**src/fcd_defs.svh**
```systemverilog
/*
  Constants of the fuse configuration decoder: byte offsets, field
  positions, encodings and timing figures.
  Assumes inclusion by bare name from every file that needs them.
*/
`ifndef FCD_DEFS_SVH
`define FCD_DEFS_SVH

// Register offsets, byte addresses on the 8-bit register port
`define FCD_OFS_OSC_CFG 8'h02
`define FCD_OFS_SYS_OPT_A 8'h05
`define FCD_OFS_STARTUP 8'h06
`define FCD_OFS_APP_END 8'h07
`define FCD_OFS_BOOT_END 8'h08
`define FCD_OFS_LOCK_KEY 8'h0a
`define FCD_OFS_CAL_A 8'h10
`define FCD_OFS_CAL_B 8'h11
`define FCD_OFS_STATUS 8'h12

// Field positions
`define FCD_OSC_LOCK_BIT 7
`define FCD_FREQ_SEL_MSB 1
`define FCD_FREQ_SEL_LSB 0
`define FCD_CRC_SRC_MSB 7
`define FCD_CRC_SRC_LSB 6
`define FCD_PIN_FN_MSB 3
`define FCD_PIN_FN_LSB 2
`define FCD_EE_KEEP_BIT 0
`define FCD_SUT_MSB 2
`define FCD_SUT_LSB 0
`define FCD_CAL_B_LOCK_BIT 7
`define FCD_TEMP_TRIM_MSB 3

// Encodings
`define FCD_FREQ_16M 2'h1
`define FCD_FREQ_20M 2'h2
`define FCD_UNLOCK_KEY 8'hc5

// Reset value of every holding register; fuse defaults are not reset values
`define FCD_RST_BYTE 8'h00

// Flash size in 256-byte blocks
`define FCD_FLASH_BLOCKS 9'h010

// Timing
`define FCD_CLK_PERIOD_NS 10
`define FCD_MS_NS 1000000
`define FCD_PIN_HOLD_SLOW_CYCLES 10'h300

`endif

```
**src/fcd_pkg.sv**
```systemverilog
/*
  Types of the fuse configuration decoder.
  Assumes fcd_defs.svh for the constants that sit beside these types.
*/
package fcd_pkg;

  typedef enum logic [1:0] {
    FCD_CRC_FULL,
    FCD_CRC_BOOT,
    FCD_CRC_BOOT_APP,
    FCD_CRC_NONE
  } fcd_crc_src_e;

  typedef enum logic [1:0] {
    FCD_PIN_GPIO,
    FCD_PIN_PROG,
    FCD_PIN_RESET,
    FCD_PIN_RSVD
  } fcd_pin_fn_e;

  // Raw configuration bytes as delivered by the non-volatile array
  typedef struct packed {
    logic [7:0] osc_cfg;
    logic [7:0] sys_opt_a;
    logic [7:0] startup;
    logic [7:0] app_end;
    logic [7:0] boot_end;
    logic [7:0] lock_key;
  } fcd_fuse_s;

  // Factory trim values for one oscillator frequency
  typedef struct packed {
    logic [7:0] freq_trim;
    logic [3:0] temp_trim;
  } fcd_trim_s;

  typedef struct packed {
    logic [8:0] boot_end_block;
    logic [8:0] app_end_block;
  } fcd_sections_s;

endpackage

```
**src/fcd_sync2.sv**
```systemverilog
/*
  Two-flop synchroniser for one level from outside the sys_clk domain.
  Assumes the source toggles far slower than sys_clk.
*/
`timescale 1ns/100ps
module fcd_sync2
(
  // Clock and reset
  input wire logic sys_clk,
  input wire logic rst_b,
  // Level
  input wire logic async_in,
  output logic sync_out
);
  logic meta;

  always_ff @(posedge sys_clk or negedge rst_b)
  begin
    if (!rst_b)
    begin
      meta <= 1'b0;
      sync_out <= 1'b0;
    end
    else
    begin
      meta <= async_in;
      sync_out <= meta;
    end
  end
endmodule

```
**src/fcd_top.sv**
```systemverilog
/*
  Fuse configuration decoder: samples the configuration bytes once after
  reset and turns them into oscillator, CRC scan, shared pin, erase,
  start-up, section and lock controls; software reads them on a port.
  Assumes static fuse and trim inputs from sys_clk logic, a slow oscillator
  arriving asynchronously, and a CRC unit answering on sys_clk.
*/
// The strobed register port was decided locally.
`timescale 1ns/100ps
`include "fcd_defs.svh"
module fcd_top
#(
  parameter int STARTUP_UNIT_CYCLES = `FCD_MS_NS / `FCD_CLK_PERIOD_NS
)
(
  // Clock and reset
  input wire logic sys_clk,
  input wire logic rst_b,
  // Configuration and factory trim sources
  input wire fcd_pkg::fcd_fuse_s fuse_bytes,
  input wire fcd_pkg::fcd_trim_s trim_16m,
  input wire fcd_pkg::fcd_trim_s trim_20m,
  // Slow internal oscillator, asynchronous
  input wire logic slow_internal_osc,
  // Register port
  input wire logic [7:0] reg_addr,
  input wire logic [7:0] reg_wdata,
  input wire logic reg_wr,
  input wire logic reg_rd,
  output logic [7:0] reg_rdata,
  // Main oscillator control
  output logic osc_run_16m,
  output logic osc_run_20m,
  output logic [7:0] osc_freq_trim,
  output logic [3:0] osc_temp_trim,
  // Memory CRC unit
  output logic crc_start,
  output fcd_pkg::fcd_crc_src_e crc_scan_source,
  output logic [8:0] crc_end_block,
  input wire logic crc_done,
  // Start-up
  output logic cpu_run,
  // Flash sections
  output fcd_pkg::fcd_sections_s sections,
  // Shared pin
  output fcd_pkg::fcd_pin_fn_e shared_pin_function,
  input wire logic gpio_out_req,
  input wire logic gpio_oe_req,
  output logic shared_pin_o,
  output logic shared_pin_oe,
  output logic pin_irq_allowed,
  // Chip erase
  input wire logic chip_erase_req,
  output logic flash_erase,
  output logic eeprom_erase,
  // Programming interface access
  input wire logic prog_bus_req,
  input wire logic prog_info_req,
  output logic prog_bus_grant,
  output logic prog_info_grant
);
  import fcd_pkg::*;

  typedef enum logic [1:0] {
    FCD_ST_LOAD,
    FCD_ST_CRC,
    FCD_ST_WAIT,
    FCD_ST_RUN
  } fcd_state_e;

  localparam logic [23:0] UNIT_CYCLES = 24'(STARTUP_UNIT_CYCLES);

  // Holding registers
  fcd_fuse_s held;
  logic loaded;
  logic [7:0] cal_a;
  logic [7:0] cal_b;
  fcd_state_e state;
  fcd_state_e next_state;
  logic [23:0] wait_cnt;
  logic [9:0] slow_cnt;
  logic slow_sync;
  logic slow_prev;
  logic pin_hold_done;

  // Decoded fields
  wire [1:0] freq_sel = held.osc_cfg[`FCD_FREQ_SEL_MSB:`FCD_FREQ_SEL_LSB];
  wire fuse_osc_lock = held.osc_cfg[`FCD_OSC_LOCK_BIT];
  wire [1:0] crc_src_raw = held.sys_opt_a[`FCD_CRC_SRC_MSB:`FCD_CRC_SRC_LSB];
  wire [1:0] pin_fn_raw = held.sys_opt_a[`FCD_PIN_FN_MSB:`FCD_PIN_FN_LSB];
  wire ee_keep = held.sys_opt_a[`FCD_EE_KEEP_BIT];
  wire [2:0] startup_delay_sel = held.startup[`FCD_SUT_MSB:`FCD_SUT_LSB];
  wire cal_locked = cal_b[`FCD_CAL_B_LOCK_BIT];
  wire unlocked = (held.lock_key == `FCD_UNLOCK_KEY);
  wire is_20m = (freq_sel == `FCD_FREQ_20M);
  wire is_16m = (freq_sel == `FCD_FREQ_16M);
  // Reserved frequency codes keep the 20 MHz trim, though neither oscillator runs
  wire fcd_trim_s trim_sel = is_16m ? trim_16m : trim_20m;

  // Section boundaries
  wire boot_zero = (held.boot_end == 8'h00);
  wire app_zero = (held.app_end == 8'h00);
  wire [8:0] boot_end_w = boot_zero ? `FCD_FLASH_BLOCKS : {1'b0, held.boot_end};
  // Either zero: app end is flash top, as a zero boot end covers flash as well
  wire [8:0] app_end_w = (app_zero || boot_zero) ? `FCD_FLASH_BLOCKS
                                               : {1'b0, held.app_end};
  wire [8:0] crc_end_w = (crc_src_raw == 2'h1) ? boot_end_w
                       : (crc_src_raw == 2'h2) ? app_end_w
                       : `FCD_FLASH_BLOCKS;
  wire crc_skip = (crc_src_raw == 2'h3);

  // Start-up delay: unit shifted by code minus one, code zero means none
  wire [2:0] sut_shift = startup_delay_sel - 3'h1;
  wire [23:0] startup_cycles = (startup_delay_sel == 3'h0) ? 24'h000000 : (UNIT_CYCLES << sut_shift);

  // Register port decode
  wire wr_cal_a = reg_wr && (reg_addr == `FCD_OFS_CAL_A) && !cal_locked;
  wire wr_cal_b = reg_wr && (reg_addr == `FCD_OFS_CAL_B) && !cal_locked;
  wire wr_lock = reg_wr && (reg_addr == `FCD_OFS_LOCK_KEY);
  logic crc_done_seen;
  wire [7:0] status_w = {3'h0, unlocked, pin_hold_done, crc_done_seen, cpu_run, loaded};
  logic [7:0] rd_mux;

  always_comb
  begin
    unique case (reg_addr)
      `FCD_OFS_OSC_CFG: rd_mux = held.osc_cfg;
      `FCD_OFS_SYS_OPT_A: rd_mux = held.sys_opt_a;
      `FCD_OFS_STARTUP: rd_mux = held.startup;
      `FCD_OFS_APP_END: rd_mux = held.app_end;
      `FCD_OFS_BOOT_END: rd_mux = held.boot_end;
      `FCD_OFS_LOCK_KEY: rd_mux = held.lock_key;
      `FCD_OFS_CAL_A: rd_mux = cal_a;
      `FCD_OFS_CAL_B: rd_mux = cal_b;
      `FCD_OFS_STATUS: rd_mux = status_w;
      default: rd_mux = 8'h00;
    endcase
  end

  // Sequencer
  always_comb
  begin
    next_state = state;
    unique case (state)
      FCD_ST_LOAD: next_state = crc_skip ? FCD_ST_WAIT : FCD_ST_CRC;
      FCD_ST_CRC: next_state = crc_done ? FCD_ST_WAIT : FCD_ST_CRC;
      FCD_ST_WAIT: next_state = (wait_cnt >= startup_cycles) ? FCD_ST_RUN : FCD_ST_WAIT;
      FCD_ST_RUN: next_state = FCD_ST_RUN;
    endcase
  end

  // Fuse capture: one clocked sample after reset release, then frozen but for lock_key writes
  always_ff @(posedge sys_clk or negedge rst_b)
  begin
    if (!rst_b)
    begin
      held <= '{default: `FCD_RST_BYTE};
      loaded <= 1'b0;
    end
    else if (!loaded)
    begin
      held <= fuse_bytes;
      loaded <= 1'b1;
    end
    else if (wr_lock)
    begin
      held.lock_key <= reg_wdata;
    end
  end

  // Calibration registers
  always_ff @(posedge sys_clk or negedge rst_b)
  begin
    if (!rst_b)
    begin
      cal_a <= `FCD_RST_BYTE;
      cal_b <= `FCD_RST_BYTE;
    end
    else if (state == FCD_ST_LOAD && loaded)
    begin
      cal_a <= trim_sel.freq_trim;
      cal_b <= {fuse_osc_lock, 3'h0, trim_sel.temp_trim};
    end
    else
    begin
      if (wr_cal_a)
        cal_a <= reg_wdata;
      // Lock bit stays as loaded; software cannot lift it
      if (wr_cal_b)
        cal_b <= {cal_b[`FCD_CAL_B_LOCK_BIT], 3'h0, reg_wdata[`FCD_TEMP_TRIM_MSB:0]};
    end
  end

  always_ff @(posedge sys_clk or negedge rst_b)
  begin
    if (!rst_b)
      state <= FCD_ST_LOAD;
    else if (loaded)
      state <= next_state;
  end

  always_ff @(posedge sys_clk or negedge rst_b)
  begin
    if (!rst_b)
      wait_cnt <= 24'h000000;
    else if (state == FCD_ST_WAIT)
      wait_cnt <= wait_cnt + 24'h000001;
  end

  always_ff @(posedge sys_clk or negedge rst_b)
  begin
    if (!rst_b)
      crc_done_seen <= 1'b0;
    else if (state == FCD_ST_CRC && crc_done)
      crc_done_seen <= 1'b1;
  end

  // Slow oscillator edge count for the pin driver hold-off
  fcd_sync2 u_slow_sync
  (
    .sys_clk(sys_clk),
    .rst_b(rst_b),
    .async_in(slow_internal_osc),
    .sync_out(slow_sync)
  );

  assign pin_hold_done = (slow_cnt == `FCD_PIN_HOLD_SLOW_CYCLES);

  always_ff @(posedge sys_clk or negedge rst_b)
  begin
    if (!rst_b)
    begin
      slow_prev <= 1'b0;
      slow_cnt <= 10'h000;
    end
    else
    begin
      slow_prev <= slow_sync;
      if (slow_sync && !slow_prev && !pin_hold_done)
        slow_cnt <= slow_cnt + 10'h001;
    end
  end

  // Output registers
  wire pin_gpio = (pin_fn_raw == 2'h0);
  wire erase_ee_w = chip_erase_req && (!ee_keep || !unlocked);

  always_ff @(posedge sys_clk or negedge rst_b)
  begin
    if (!rst_b)
      reg_rdata <= 8'h00;
    else
      reg_rdata <= reg_rd ? rd_mux : 8'h00;
  end

  // Oscillator trims trail the calibration registers by one cycle; run bits follow the held frequency code
  always_ff @(posedge sys_clk or negedge rst_b)
  begin
    if (!rst_b)
    begin
      osc_run_16m <= 1'b0;
      osc_run_20m <= 1'b0;
      osc_freq_trim <= 8'h00;
      osc_temp_trim <= 4'h0;
    end
    else
    begin
      osc_run_16m <= loaded && is_16m;
      osc_run_20m <= loaded && is_20m;
      osc_freq_trim <= cal_a;
      osc_temp_trim <= cal_b[`FCD_TEMP_TRIM_MSB:0];
    end
  end

  // Scan request, start-up and section limits
  always_ff @(posedge sys_clk or negedge rst_b)
  begin
    if (!rst_b)
    begin
      crc_start <= 1'b0;
      crc_scan_source <= FCD_CRC_NONE;
      crc_end_block <= 9'h000;
      cpu_run <= 1'b0;
      sections <= '0;
    end
    else
    begin
      crc_start <= (state == FCD_ST_LOAD) && loaded && !crc_skip;
      crc_scan_source <= fcd_crc_src_e'(crc_src_raw);
      crc_end_block <= crc_end_w;
      cpu_run <= (state == FCD_ST_RUN);
      sections <= '{boot_end_block: boot_end_w, app_end_block: app_end_w};
    end
  end

  // Shared pin: reserved function until the fuses are in
  always_ff @(posedge sys_clk or negedge rst_b)
  begin
    if (!rst_b)
    begin
      shared_pin_function <= FCD_PIN_RSVD;
      shared_pin_o <= 1'b0;
      shared_pin_oe <= 1'b0;
      pin_irq_allowed <= 1'b0;
    end
    else
    begin
      shared_pin_function <= loaded ? fcd_pin_fn_e'(pin_fn_raw) : FCD_PIN_RSVD;
      shared_pin_o <= gpio_out_req;
      shared_pin_oe <= loaded && pin_gpio && pin_hold_done && gpio_oe_req;
      pin_irq_allowed <= pin_hold_done;
    end
  end

  // Erase and programming interface access
  always_ff @(posedge sys_clk or negedge rst_b)
  begin
    if (!rst_b)
    begin
      flash_erase <= 1'b0;
      eeprom_erase <= 1'b0;
      prog_bus_grant <= 1'b0;
      prog_info_grant <= 1'b0;
    end
    else
    begin
      flash_erase <= chip_erase_req;
      eeprom_erase <= erase_ee_w;
      prog_bus_grant <= loaded && unlocked && prog_bus_req;
      prog_info_grant <= prog_info_req;
    end
  end
endmodule

```
**config.mk**
```make
export PLATFORM = sky130hd
export DESIGN_NAME = fcd_top
export DESIGN_NICKNAME = d
export VERILOG_FILES = /design/src/fcd_pkg.sv /design/src/fcd_sync2.sv /design/src/fcd_top.sv
export VERILOG_INCLUDE_DIRS = /design/src
export SDC_FILE = /design/constraint.sdc
export NUM_CORES = 1
export LEC_CHECK = 0
export ABC_AREA = 1
export BUFFER_PORTS_ARGS = -buffer_cell sky130_fd_sc_hd__buf_2
export CORE_ASPECT_RATIO = 1.2
export CORE_MARGIN = 10
export CORE_UTILIZATION = 25
export DETAILED_ROUTE_END_ITERATION = 16
export MAX_ROUTING_LAYER = met4
export PLACE_DENSITY = 0.4
export SYNTH_ARGS = -nofsm -noshare
export SYNTH_HDL_FRONTEND = slang
export SYNTH_SLANG_ARGS = --single-unit
```
**constraint.sdc**
```tcl
create_clock -name sys_clk -period 4 [get_ports sys_clk]
set_clock_uncertainty 0.2 [all_clocks]
set_input_delay 0.6 -clock sys_clk [delete_from_list [all_inputs] [get_ports sys_clk]]
set_output_delay 0.6 -clock sys_clk [all_outputs]
set_load 0.02 [all_outputs]
```
==> flow_metrics.env, run 1 <==
export IMPL_ios=161
export IMPL_grt_pass1_wl_um=42000
export IMPL_cts_tree="yes"
export IMPL_r2r_end="state[0]"
export IMPL_worstMarginPinSlew_ps=939
export IMPL_violations="negative hold slack"
export IMPL_die_h_um=217
export IMPL_swShare_pct=31.6
export IMPL_rsz0062_at_grt="no"
export IMPL_postSynthAreaPerCell_um2=8.11
export IMPL_place_inst=1539
export IMPL_hold_buffers=0
export IMPL_hold_path_class="input pin to async pin"
export IMPL_overflow=0
export IMPL_final_cell_mix="nand2_1, dfrtp_1, buf_2"
export IMPL_fin_crit_sh_pct=79.9
export IMPL_ys_seq_area_share_pct=49.8
export IMPL_numClockSinks=161
export IMPL_leakagePower_uw=0.00518
export IMPL_postCtsSetupRepairBufs=0
export IMPL_final_common_cell="nand2_1"
export IMPL_ys_types=44
export IMPL_grt_pass1_vias=7306
export IMPL_path_max_fanout=10
export IMPL_htree_levels=4
export IMPL_fin_util_pct=30.9
export IMPL_max_slew_margin_pct=37.2
export IMPL_die_x_um=184
export IMPL_cp_top_family="simple AND/OR/NAND/NOR gates"
export IMPL_crit_arrival_ps=3380
export IMPL_critical_path_class="flop to flop"
export IMPL_syn_inst=999
export IMPL_cp_buffers_inverters=2
export IMPL_cp_common_cell="nand2_1"
export IMPL_portBuffers=157
export IMPL_drt_pass1_iterations=5
export IMPL_clockRootBuffer="clkbuf_16"
export IMPL_synth_seq_cells=161
export IMPL_antenna_found_initial=4
export IMPL_yosys_area_top_type="dfrtp_1"
export IMPL_synth_edf_count=0
export IMPL_power_frac_seq_pct=43.6
export IMPL_via_per_inst=4.32
export IMPL_fin_ws_ps=802
export IMPL_slowest_delay_ps=550
export IMPL_ant_nets=0
export IMPL_vias=6796
export IMPL_instances_no_fill=1574
export IMPL_synth_top_area_share_pct=48.5
export IMPL_grt_max_degree=70
export IMPL_period_needed_ps=3200
export IMPL_end_kind="flop"
export IMPL_place_congestion=0.839
export IMPL_max_freq_ghz=0.313
export IMPL_clock_latency_ps=440
export IMPL_drc=0
export IMPL_cts_clk_slew_worst_paths_ps=80
export IMPL_drive_gt1_share_pct=20.4
export IMPL_die_area_um2=40000
export IMPL_dp_hpwl_um=20900
export IMPL_outcome="finished, violations left"
export IMPL_cp_start_kind="flop"
export IMPL_wl_um=26700
export IMPL_worstPathCellList="inv_1, ha_1, or2_2, nand2_2, inv_1, nor2_4, nand2_1, and2_1, ha_1, nand2_1, nor2_1, and2_1, nand2_1, nand3_1, nand2_1, nand2_1, nand2_1, nand2_1"
export IMPL_initial_core_util_pct=25.2
export IMPL_crit_slowest_cell="dfrtp_1"
export IMPL_ctsResizeCount=0
export IMPL_drtIter0Drc=432
export IMPL_row_count=72
export IMPL_p_total_uw=4470
export IMPL_cts_buffer_depth=2
export IMPL_power_switching_uw=1410
export IMPL_internal_power_uw=3060
export IMPL_fillers=3449
export IMPL_p_per_area_nw_per_um2=450
export IMPL_r2r_start="held[24]"
export IMPL_hold_viol_final=14
export IMPL_area_growth_pct=22.6
export IMPL_synthArstFlopShare_pct=100
export IMPL_setup_viol=0
export IMPL_clkPwrFrac_pct=39.8
export IMPL_dp_slack_ps=808
export IMPL_r2r_cells=18
export IMPL_nNetsFinal=1279
export IMPL_fin_tns_setup_ps=0
export IMPL_syn_area_um2=8100
export IMPL_hold_worst_slack_ps=-23.6
export IMPL_design_core_area_um2=32200
export IMPL_grt_usage_pct=14.1
export IMPL_yosys_top_cells_area="dfrtp_1, nand2_1, nor2_1, ha_1, inv_1"
export IMPL_cap_violations=0
export IMPL_combPwrFrac_pct=16.5
export IMPL_peakVddDrop_v=0.000258
export IMPL_worstPathRequired_ps=4180
export IMPL_dominantRegCellSynth="dfrtp_1"
export IMPL_reg2reg_slack_ps=800
export IMPL_cts_buffers=17
export IMPL_drv_slew=0
export IMPL_wl_per_cell_um=16.9
export IMPL_yosysWarnings=0
## flip-flops by register name (all words and copies together) (netlist names), 2 cells and up
register,count
held,42
wait_cnt,24
sections,16
slow_cnt,10
cal_a,8
crc_end_block,8
osc_freq_trim,8
reg_rdata,8
cal_b,5
osc_temp_trim,4
crc_scan_source,2
crc_src_raw,2
freq_sel,2
shared_pin_function,2
state,2
## kinds of logic after synthesis
group                      Yosys count  synth area share [%]
other                                2                0.0927
and+or+nand+nor                    546                  29.0
DFF                                161                  49.8
buffers and inverters              131                  6.50
adders and majority gates           29                  4.48
AOI/OAI and AO/OA                  105                  7.40
xor gates and xnor gates            25                  2.79
## metrics by stage
step | cell area [um^2] | hold WS [ps]
after global routing | 9940 | 28.3
after global placement | 9310 | 138
after floorplan | 8110 | 104
after CTS | 9930 | 0.778
final | 9940 | -23.6
after detailed placement | 9310 | 140
## layer usage
metal	vias up	wire (um)	GRT usage [%]
met4	0	504	4.46
met5	-	0	-
met2	129	13900	23.8
li1	3457	-	-
met1	3185	11400	16.6
met3	25	858	2.48
## worst register-to-register path: cells and delay by family (launching register included)
family / cells / cell delay, ps
and+or+nand+nor: 14 / 1550
DFF: 1 / 550
adders and majority gates: 2 / 540
buffers and inverters: 2 / 320
## how the worst max path moves through the flow
| stage | start | to | slack (ps) | cells after the start |
|---|---|---|---|---|
| after global routing | held[24] | state[0] | 510 | 18 |
| final | held[24] | state[0] | 800 | 18 |
| after CTS | held[24] | state[0] | 790 | 18 |
| after detailed placement | held[24] | state[0] | 810 | 18 |
| after floorplan | held[24] | state[0] | 1000 | 17 |
| after global placement | held[24] | state[0] | 910 | 18 |
## power by group through the flow
stage               Combinational, uW  Sequential (uW)  Clock (uW)
global route                      856             1980        1910
finish                            739             1950        1780
detailed placement                758             1980           0
global placement                  750             1990           0
CTS                               760             1960        1830
floorplan                         446             1980           0
## layout make-up
| cell class | count | area (um^2) | area share [%] |
|---|---|---|---|
| timing repair buffer | 161 | 835 | 8.40 |
| clock inverter | 15 | 198 | 1.99 |
| clock buffer | 17 | 425 | 4.28 |
| inverter | 101 | 379 | 3.81 |
| tap | 407 | 509 | 5.12 |
| antenna | 3 | 7.51 | 0.0755 |
| sequential | 161 | 4030 | 40.6 |
| multi-input combinational | 709 | 3550 | 35.7 |
## cells in the mapped netlist, types with 2 or more instances
library cell and instances:
nand4_1 4, inv_1 94, o21a_1 9, nand2_4 2, and2_1 2, nand2_2 9
buf_6 2, ha_1 29, xor2_1 17, buf_4 3, inv_2 6, o22ai_1 2
xnor2_1 7, nor2_2 4, o21ai_1 3, nand3_1 57, nor2_4 6, nand3b_1 4
nand2_1 298, conb_1 2, dfrtp_1 157, o21ai_0 55, a31oi_1 9, nor4_1 2
nor3_1 20, nor2_1 129, clkbuf_1 17, o211ai_1 6, dfstp_2 4, nor3_4 2
buf_2 7, or2_2 4, a21oi_1 16
(Power assumes the default switching activity.)
==> run 2: changes to the inputs <==
--- a/config.mk
+++ b/config.mk
@@ -13,7 +13,7 @@
 export CORE_UTILIZATION = 25
 export DETAILED_ROUTE_END_ITERATION = 16
 export MAX_ROUTING_LAYER = met4
-export PLACE_DENSITY = 0.4
+export PLACE_DENSITY = 0.41
 export SYNTH_ARGS = -nofsm -noshare
 export SYNTH_HDL_FRONTEND = slang
 export SYNTH_SLANG_ARGS = --single-unit
==> constraint.sdc (replaced) <==
create_clock -name sys_clk -period 2.8 [get_ports sys_clk]
set_clock_uncertainty 0.2 [all_clocks]
set_input_delay 0.42 -clock sys_clk [delete_from_list [all_inputs] [get_ports sys_clk]]
set_output_delay 0.42 -clock sys_clk [all_outputs]
set_load 0.02 [all_outputs]
==> flow_metrics.env, run 2 (synthesis gave the netlist of run 1 again) <==
export IMPL_outcome="finished, final reports clean"
export IMPL_vias=6952
export IMPL_clockRootBuffer="clkbuf_16"
export IMPL_r2r_cells=18
export IMPL_area_growth_pct=28.3
export IMPL_cts_buffers=17
export IMPL_fillers=3453
export IMPL_dp_hpwl_um=20000
export IMPL_r2r_start="held[24]"
export IMPL_worstPathCellList="inv_2, ha_2, or2_4, nand2_4, inv_4, nor2_4, nand2_1, and2_1, ha_1, nand2_1, nor2_2, and2_1, nand2_1, nand3_1, nand2_1, nand2_1, nand2_1, nand2_1"
export IMPL_die_area_um2=40000
export IMPL_die_h_um=217
export IMPL_place_congestion=0.813
export IMPL_cp_buffers_inverters=2
export IMPL_grt_pass1_wl_um=40400
export IMPL_reg2reg_slack_ps=220
export IMPL_grt_pass1_vias=7154
export IMPL_drt_pass1_iterations=5
export IMPL_largest_reg_flops=42
export IMPL_ios=161
export IMPL_drc=0
export IMPL_leakagePower_uw=0.00538
export IMPL_overflow=0
export IMPL_crit_slowest_cell="dfrtp_1"
export IMPL_critical_path_class="flop to flop"
export IMPL_setup_viol=0
export IMPL_design_core_area_um2=32200
export IMPL_hold_end="held[22]"
export IMPL_ant_nets=0
export IMPL_fin_tns_setup_ps=0
export IMPL_via_per_inst=4.29
export IMPL_worstPathRequired_ps=2930
export IMPL_cts_tree="yes"
export IMPL_hp_start="fuse_bytes[22]"
export IMPL_hold_viol_final=0
export IMPL_htree_levels=4
export IMPL_seqCellArea_um2=4030
export IMPL_drive_gt1_share_pct=21.5
export IMPL_die_x_um=184
export IMPL_multi_input_area_um2=3580
export IMPL_largestRegisters="held x42, wait_cnt x24, sections x16"
export IMPL_cp_common_cell="nand2_1"
export IMPL_clock_latency_ps=440
export IMPL_end_kind="flop"
export IMPL_top_register="held"
export IMPL_cap_violations=0
export IMPL_fin_crit_sh_pct=92.2
export IMPL_drv_slew=0
export IMPL_worstMarginPinSlew_ps=580
export IMPL_wl_um=25700
export IMPL_r2r_end="state[0]"
export IMPL_initial_core_util_pct=25.2
export IMPL_row_count=72
export IMPL_max_slew_margin_pct=61.2
export IMPL_nNetsFinal=1326
export IMPL_grt_usage_pct=13.4
export IMPL_wl_per_cell_um=15.8
export IMPL_cts_clk_slew_worst_paths_ps=70
export IMPL_cts_buffer_depth=2
export IMPL_cp_top_family="simple AND/OR/NAND/NOR gates"
export IMPL_final_cell_area_um2=10400
export IMPL_numClockSinks=161
export IMPL_setup_worst_path_start="held[24]"
export IMPL_holdPathStages=3
export IMPL_max_freq_ghz=0.387
export IMPL_grt_max_degree=47
export IMPL_peakVddDrop_v=0.000333
export IMPL_slowest_delay_ps=360
export IMPL_cp_start_kind="flop"
export IMPL_hold_path_class="input pin to flop"
export IMPL_final_cell_mix="nand2_1, dfrtp_1, buf_2"
export IMPL_antenna_found_initial=2
export IMPL_final_common_cell="nand2_1"
export IMPL_period_needed_ps=2580
export IMPL_place_area_um2=9410
export IMPL_crit_arrival_ps=2710
export IMPL_portBuffers=157
export IMPL_path_max_fanout=6
export IMPL_p_per_area_nw_per_um2=614
export IMPL_drtIter0Drc=270
-- run 2: power breakdown --
part / switching (uW) / leakage, uW / internal [uW]
Combinational: 697 / 0.00305 / 437
Clock: 1080 / 0.000301 / 1380
Sequential: 226 / 0.00203 / 2560
Total: 2000 / 0.00538 / 4370
-- run 2: worst max path at each step --
| stage | depth (start not counted) | end | slack, ps |
|---|---|---|---|
| floorplan | 17 | state[0] | 7 |
| global placement | 18 | state[0] | 90 |
| detailed placement | 18 | state[0] | 80 |
| CTS | 16 | state[0] | 50 |
| global route | 18 | state[0] | -6 |
| finish | 18 | state[0] | 220 |
-- run 2: routing by layer --
metal,vias to the layer above,wire (um),GRT usage (%)
li1,3554,-,-
met1,3201,12100,17.4
met2,170,11900,20.5
met3,27,1210,2.98
met4,0,416,4.02
met5,-,0,-
-- run 2: worst register-to-register path: cells and delay by family, from the launching register on --
kind	cells	cell delay (ps)
buffers and inverters	2	110
AND/OR/NAND/NOR	14	1340
flip-flops	1	360
adder cells (fa/ha/maj)	2	460
-- run 2: layout make-up --
type                       count  share of cell area, %
clock buffer                  19                   4.26
antenna                        3                 0.0722
sequential                   161                   38.8
multi-input combinational    709                   34.4
clock inverter                13                   1.61
inverter                     101                   3.67
timing repair buffer         208                   12.3
tap                          407                   4.90
-- run 2: what timing repair did --
action / in CTS / in global routing
setup buffers: 0 / 6
resized for setup: 0 / 11
hold endpoints to repair: 67 / 0
hold buffers: 30 / 0
endpoints found under the setup margin: 0 / 1
-- run 2: stage by stage --
stage | utilization, % | total power (uW) | worst slack, ps | hold WS [ps] | instances
6_report | 32.3 | 6380 | 219 | 10.0 | 1621
5_1_grt | 32.3 | 6740 | -5.71 | 18.0 | 1620
4_1_cts | 32.1 | 6450 | 52.5 | 3.40 | 1612
2_1_floorplan | - | 3470 | 6.52 | -75.6 | 1001
3_3_place_gp | 29.3 | 3920 | 91.5 | 136 | 1550
3_5_place_dp | 29.3 | 3930 | 78.0 | 140 | 1550
==> run 3: changes to the inputs <==
--- a/config.mk
+++ b/config.mk
@@ -6,7 +6,6 @@
 export SDC_FILE = /design/constraint.sdc
 export NUM_CORES = 1
 export LEC_CHECK = 0
-export ABC_AREA = 1
 export BUFFER_PORTS_ARGS = -buffer_cell sky130_fd_sc_hd__buf_2
 export CORE_ASPECT_RATIO = 1.2
 export CORE_MARGIN = 10
@@ -14,6 +13,7 @@
 export DETAILED_ROUTE_END_ITERATION = 16
 export MAX_ROUTING_LAYER = met4
 export PLACE_DENSITY = 0.41
+export SETUP_SLACK_MARGIN = 0.15
 export SYNTH_ARGS = -nofsm -noshare
 export SYNTH_HDL_FRONTEND = slang
 export SYNTH_SLANG_ARGS = --single-unit
==> flow_metrics.env, run 3 <==
export IMPL_critical_path_class="flop to flop"
export IMPL_max_freq_ghz=0.393
export IMPL_peakVddDrop_v=0.000392
export IMPL_rsz0062_at_grt="yes"
export IMPL_grt_pass1_wl_um=35300
export IMPL_drive_gt1_share_pct=33.7
export IMPL_end_kind="flop"
export IMPL_cts_buffers=17
export IMPL_hold_worst_slack_ps=17.0
export IMPL_wl_um=23200
export IMPL_syn_inst=660
export IMPL_yosys_area_top_type="dfrtp_1"
export IMPL_antenna_found_initial=0
export IMPL_die_x_um=178
export IMPL_syn_area_um2=7490
export IMPL_drc=0
export IMPL_fin_util_pct=32.2
export IMPL_outcome="finished, final reports clean"
export IMPL_overflow=0
export IMPL_clock_latency_ps=430
export IMPL_initial_core_util_pct=25.3
export IMPL_wl_per_cell_um=18.8
export IMPL_leakagePower_uw=0.00444
export IMPL_period_needed_ps=2540
export IMPL_ys_seq_area_share_pct=53.9
export IMPL_holdPathStages=2
export IMPL_p_per_area_nw_per_um2=706
export IMPL_synthTopCellsByCount="dfrtp_1, nand2_1, mux2_2"
export IMPL_cts_clk_slew_worst_paths_ps=80
export IMPL_drtIter0Drc=367
export IMPL_worstMarginPinSlew_ps=819
export IMPL_portBuffers=157
export IMPL_place_congestion=0.781
export IMPL_slowest_delay_ps=440
export IMPL_cp_start_kind="flop"
export IMPL_grt_pass1_vias=5825
export IMPL_yosysWarnings=0
export IMPL_top_register="held"
export IMPL_worstPathRequired_ps=2920
export IMPL_largest_reg_flops=42
export IMPL_yosys_top_cells_area="dfrtp_1, mux2_2, ha_1, mux2i_1, nand2_1"
export IMPL_max_slew_margin_pct=45.4
export IMPL_grt_max_degree=65
export IMPL_synthArstFlopShare_pct=100
export IMPL_die_h_um=210
export IMPL_dp_hpwl_um=17700
export IMPL_crit_slowest_cell="dfrtp_2"
export IMPL_dominantRegCellSynth="dfrtp_1"
export IMPL_hold_viol_final=0
export IMPL_ios=161
export IMPL_via_per_inst=4.54
export IMPL_vias=5580
export IMPL_final_common_cell="buf_2"
export IMPL_hold_path_class="input pin to flop"
export IMPL_crit_arrival_ps=2660
export IMPL_cp_common_cell="a21oi_2"
export IMPL_cts_tree="yes"
export IMPL_numClockSinks=161
export IMPL_r2r_cells=10
export IMPL_postSynthAreaPerCell_um2=11.3
export IMPL_design_core_area_um2=29600
export IMPL_area_growth_pct=27.3
export IMPL_synth_seq_cells=161
export IMPL_worstPathCellList="inv_8, ha_4, mux2_4, a21oi_2, ha_1, a21oi_2, nor2_1, a2111oi_2, o21ai_1, a41o_1"
export IMPL_cts_buffer_depth=2
export IMPL_nNetsFinal=955
export IMPL_ys_types=57
export IMPL_drv_slew=0
export IMPL_cap_violations=0
export IMPL_fin_crit_sh_pct=90.8
export IMPL_largestRegisters="held x42, wait_cnt x24, sections x16"
export IMPL_die_area_um2=37300
export IMPL_synth_edf_count=0
export IMPL_row_count=69
export IMPL_grt_usage_pct=12.8
export IMPL_clockRootBuffer="clkbuf_16"
export IMPL_htree_levels=4
export IMPL_diodes=0
export IMPL_ant_nets=0
export IMPL_synth_top_area_share_pct=52.4
export IMPL_yosysMostFrequentCell="dfrtp_1"
export IMPL_final_cell_mix="buf_2, dfrtp_1, nand2_1"
export IMPL_setup_viol=0
export IMPL_drt_pass1_iterations=4
export IMPL_path_max_fanout=7
export IMPL_fin_tns_setup_ps=0
## run 3: cell types whose count changed after synthesis, sizes merged, moves of 15 or more
cell   before  now
nand2     309   69
nor2      140   28
inv       100   15
mux2        0   46
nand3      58   14
o21ai      60   19
a21oi      16   45
mux2i       0   26
xnor2       8   27
nor3       22    7
## run 3: logic make-up (layout without fill, tap and decap cells)
logic type                 after synthesis  after routing  share of synthesized area (%)
xor gates and xnor gates                34             34                           3.98
buffers and inverters                   51            229                           3.06
DFF                                    161            161                           53.9
other                                    2              4                          0.100
adders and majority gates               29             29                           4.84
AOI/OAI and AO/OA                      119            119                           10.1
and+or+nand+nor                        192            192                           13.7
muxes                                   72             72                           10.4
## run 3: repair_timing
item,4_1_cts,5_1_grt
pin swaps,2,1
setup buffers,3,0
endpoints found under the setup margin,1,1
hold buffers,8,0
resized for setup,3,8
hold endpoints to repair,65,0
## run 3: where the power goes
group          internal [uW]  switching (uW)  total [uW]
logic                    605             757        1360
registers               2720             357        3080
clock network           1180            1110        2290
total                   4510            2220        6730
## run 3: final timing paths
path                            slack, ps                    to             start
worst max-delay path                  260              state[0]          held[24]
worst min-delay path                   20              held[35]    fuse_bytes[35]
worst max register to register        260              state[0]          held[24]
worst min register to register        150  u_slow_sync.sync_out  u_slow_sync.meta
max in group asynchronous            1360    crc_scan_source[1]             rst_b
min in group asynchronous             340             slow_prev             rst_b
## run 3: routing by layer
layer  share of wire [%]  GRT usage (%)  wire length [um]  vias to the layer above
met5                   0              -                 0                        -
met4                 1.3           3.31               306                        0
met3                 4.6           2.77              1070                       17
met2                  51           21.4             11800                      127
met1                  43           15.2              9990                     2766
li1                    -              -                 -                     2670
## run 3: through the flow
step | cell area [um^2] | std cells | total power, uW | setup WS (ps)
6_report | 9540 | 1230 | 6730 | 258
5_1_grt | 9540 | 1230 | 7130 | 114
3_5_place_dp | 8810 | 1187 | 4500 | 41.3
2_1_floorplan | 7570 | 662 | 3890 | 182
3_3_place_gp | 8810 | 1187 | 4490 | 75.7
4_1_cts | 9500 | 1230 | 6840 | 164
## run 3: critical path, delay by kind of cell (launching register included)
family | cells | cell delay, ps
AND/OR/NAND/NOR | 1 | 60
AO/OA/AOI/OAI | 5 | 880
flip-flops | 1 | 440
multiplexers | 1 | 350
buffers and inverters | 1 | 80
adder cells (fa/ha/maj) | 2 | 420
## run 3: final cells by class
type	count	area, um^2
Fill cell	3062	20100
Sequential cell	161	4040
Multi-Input combinational cell	450	3340
Timing Repair Buffer	182	1040
Tap cell	390	488
Clock buffer	17	425
Clock inverter	15	150
Inverter	15	63.8
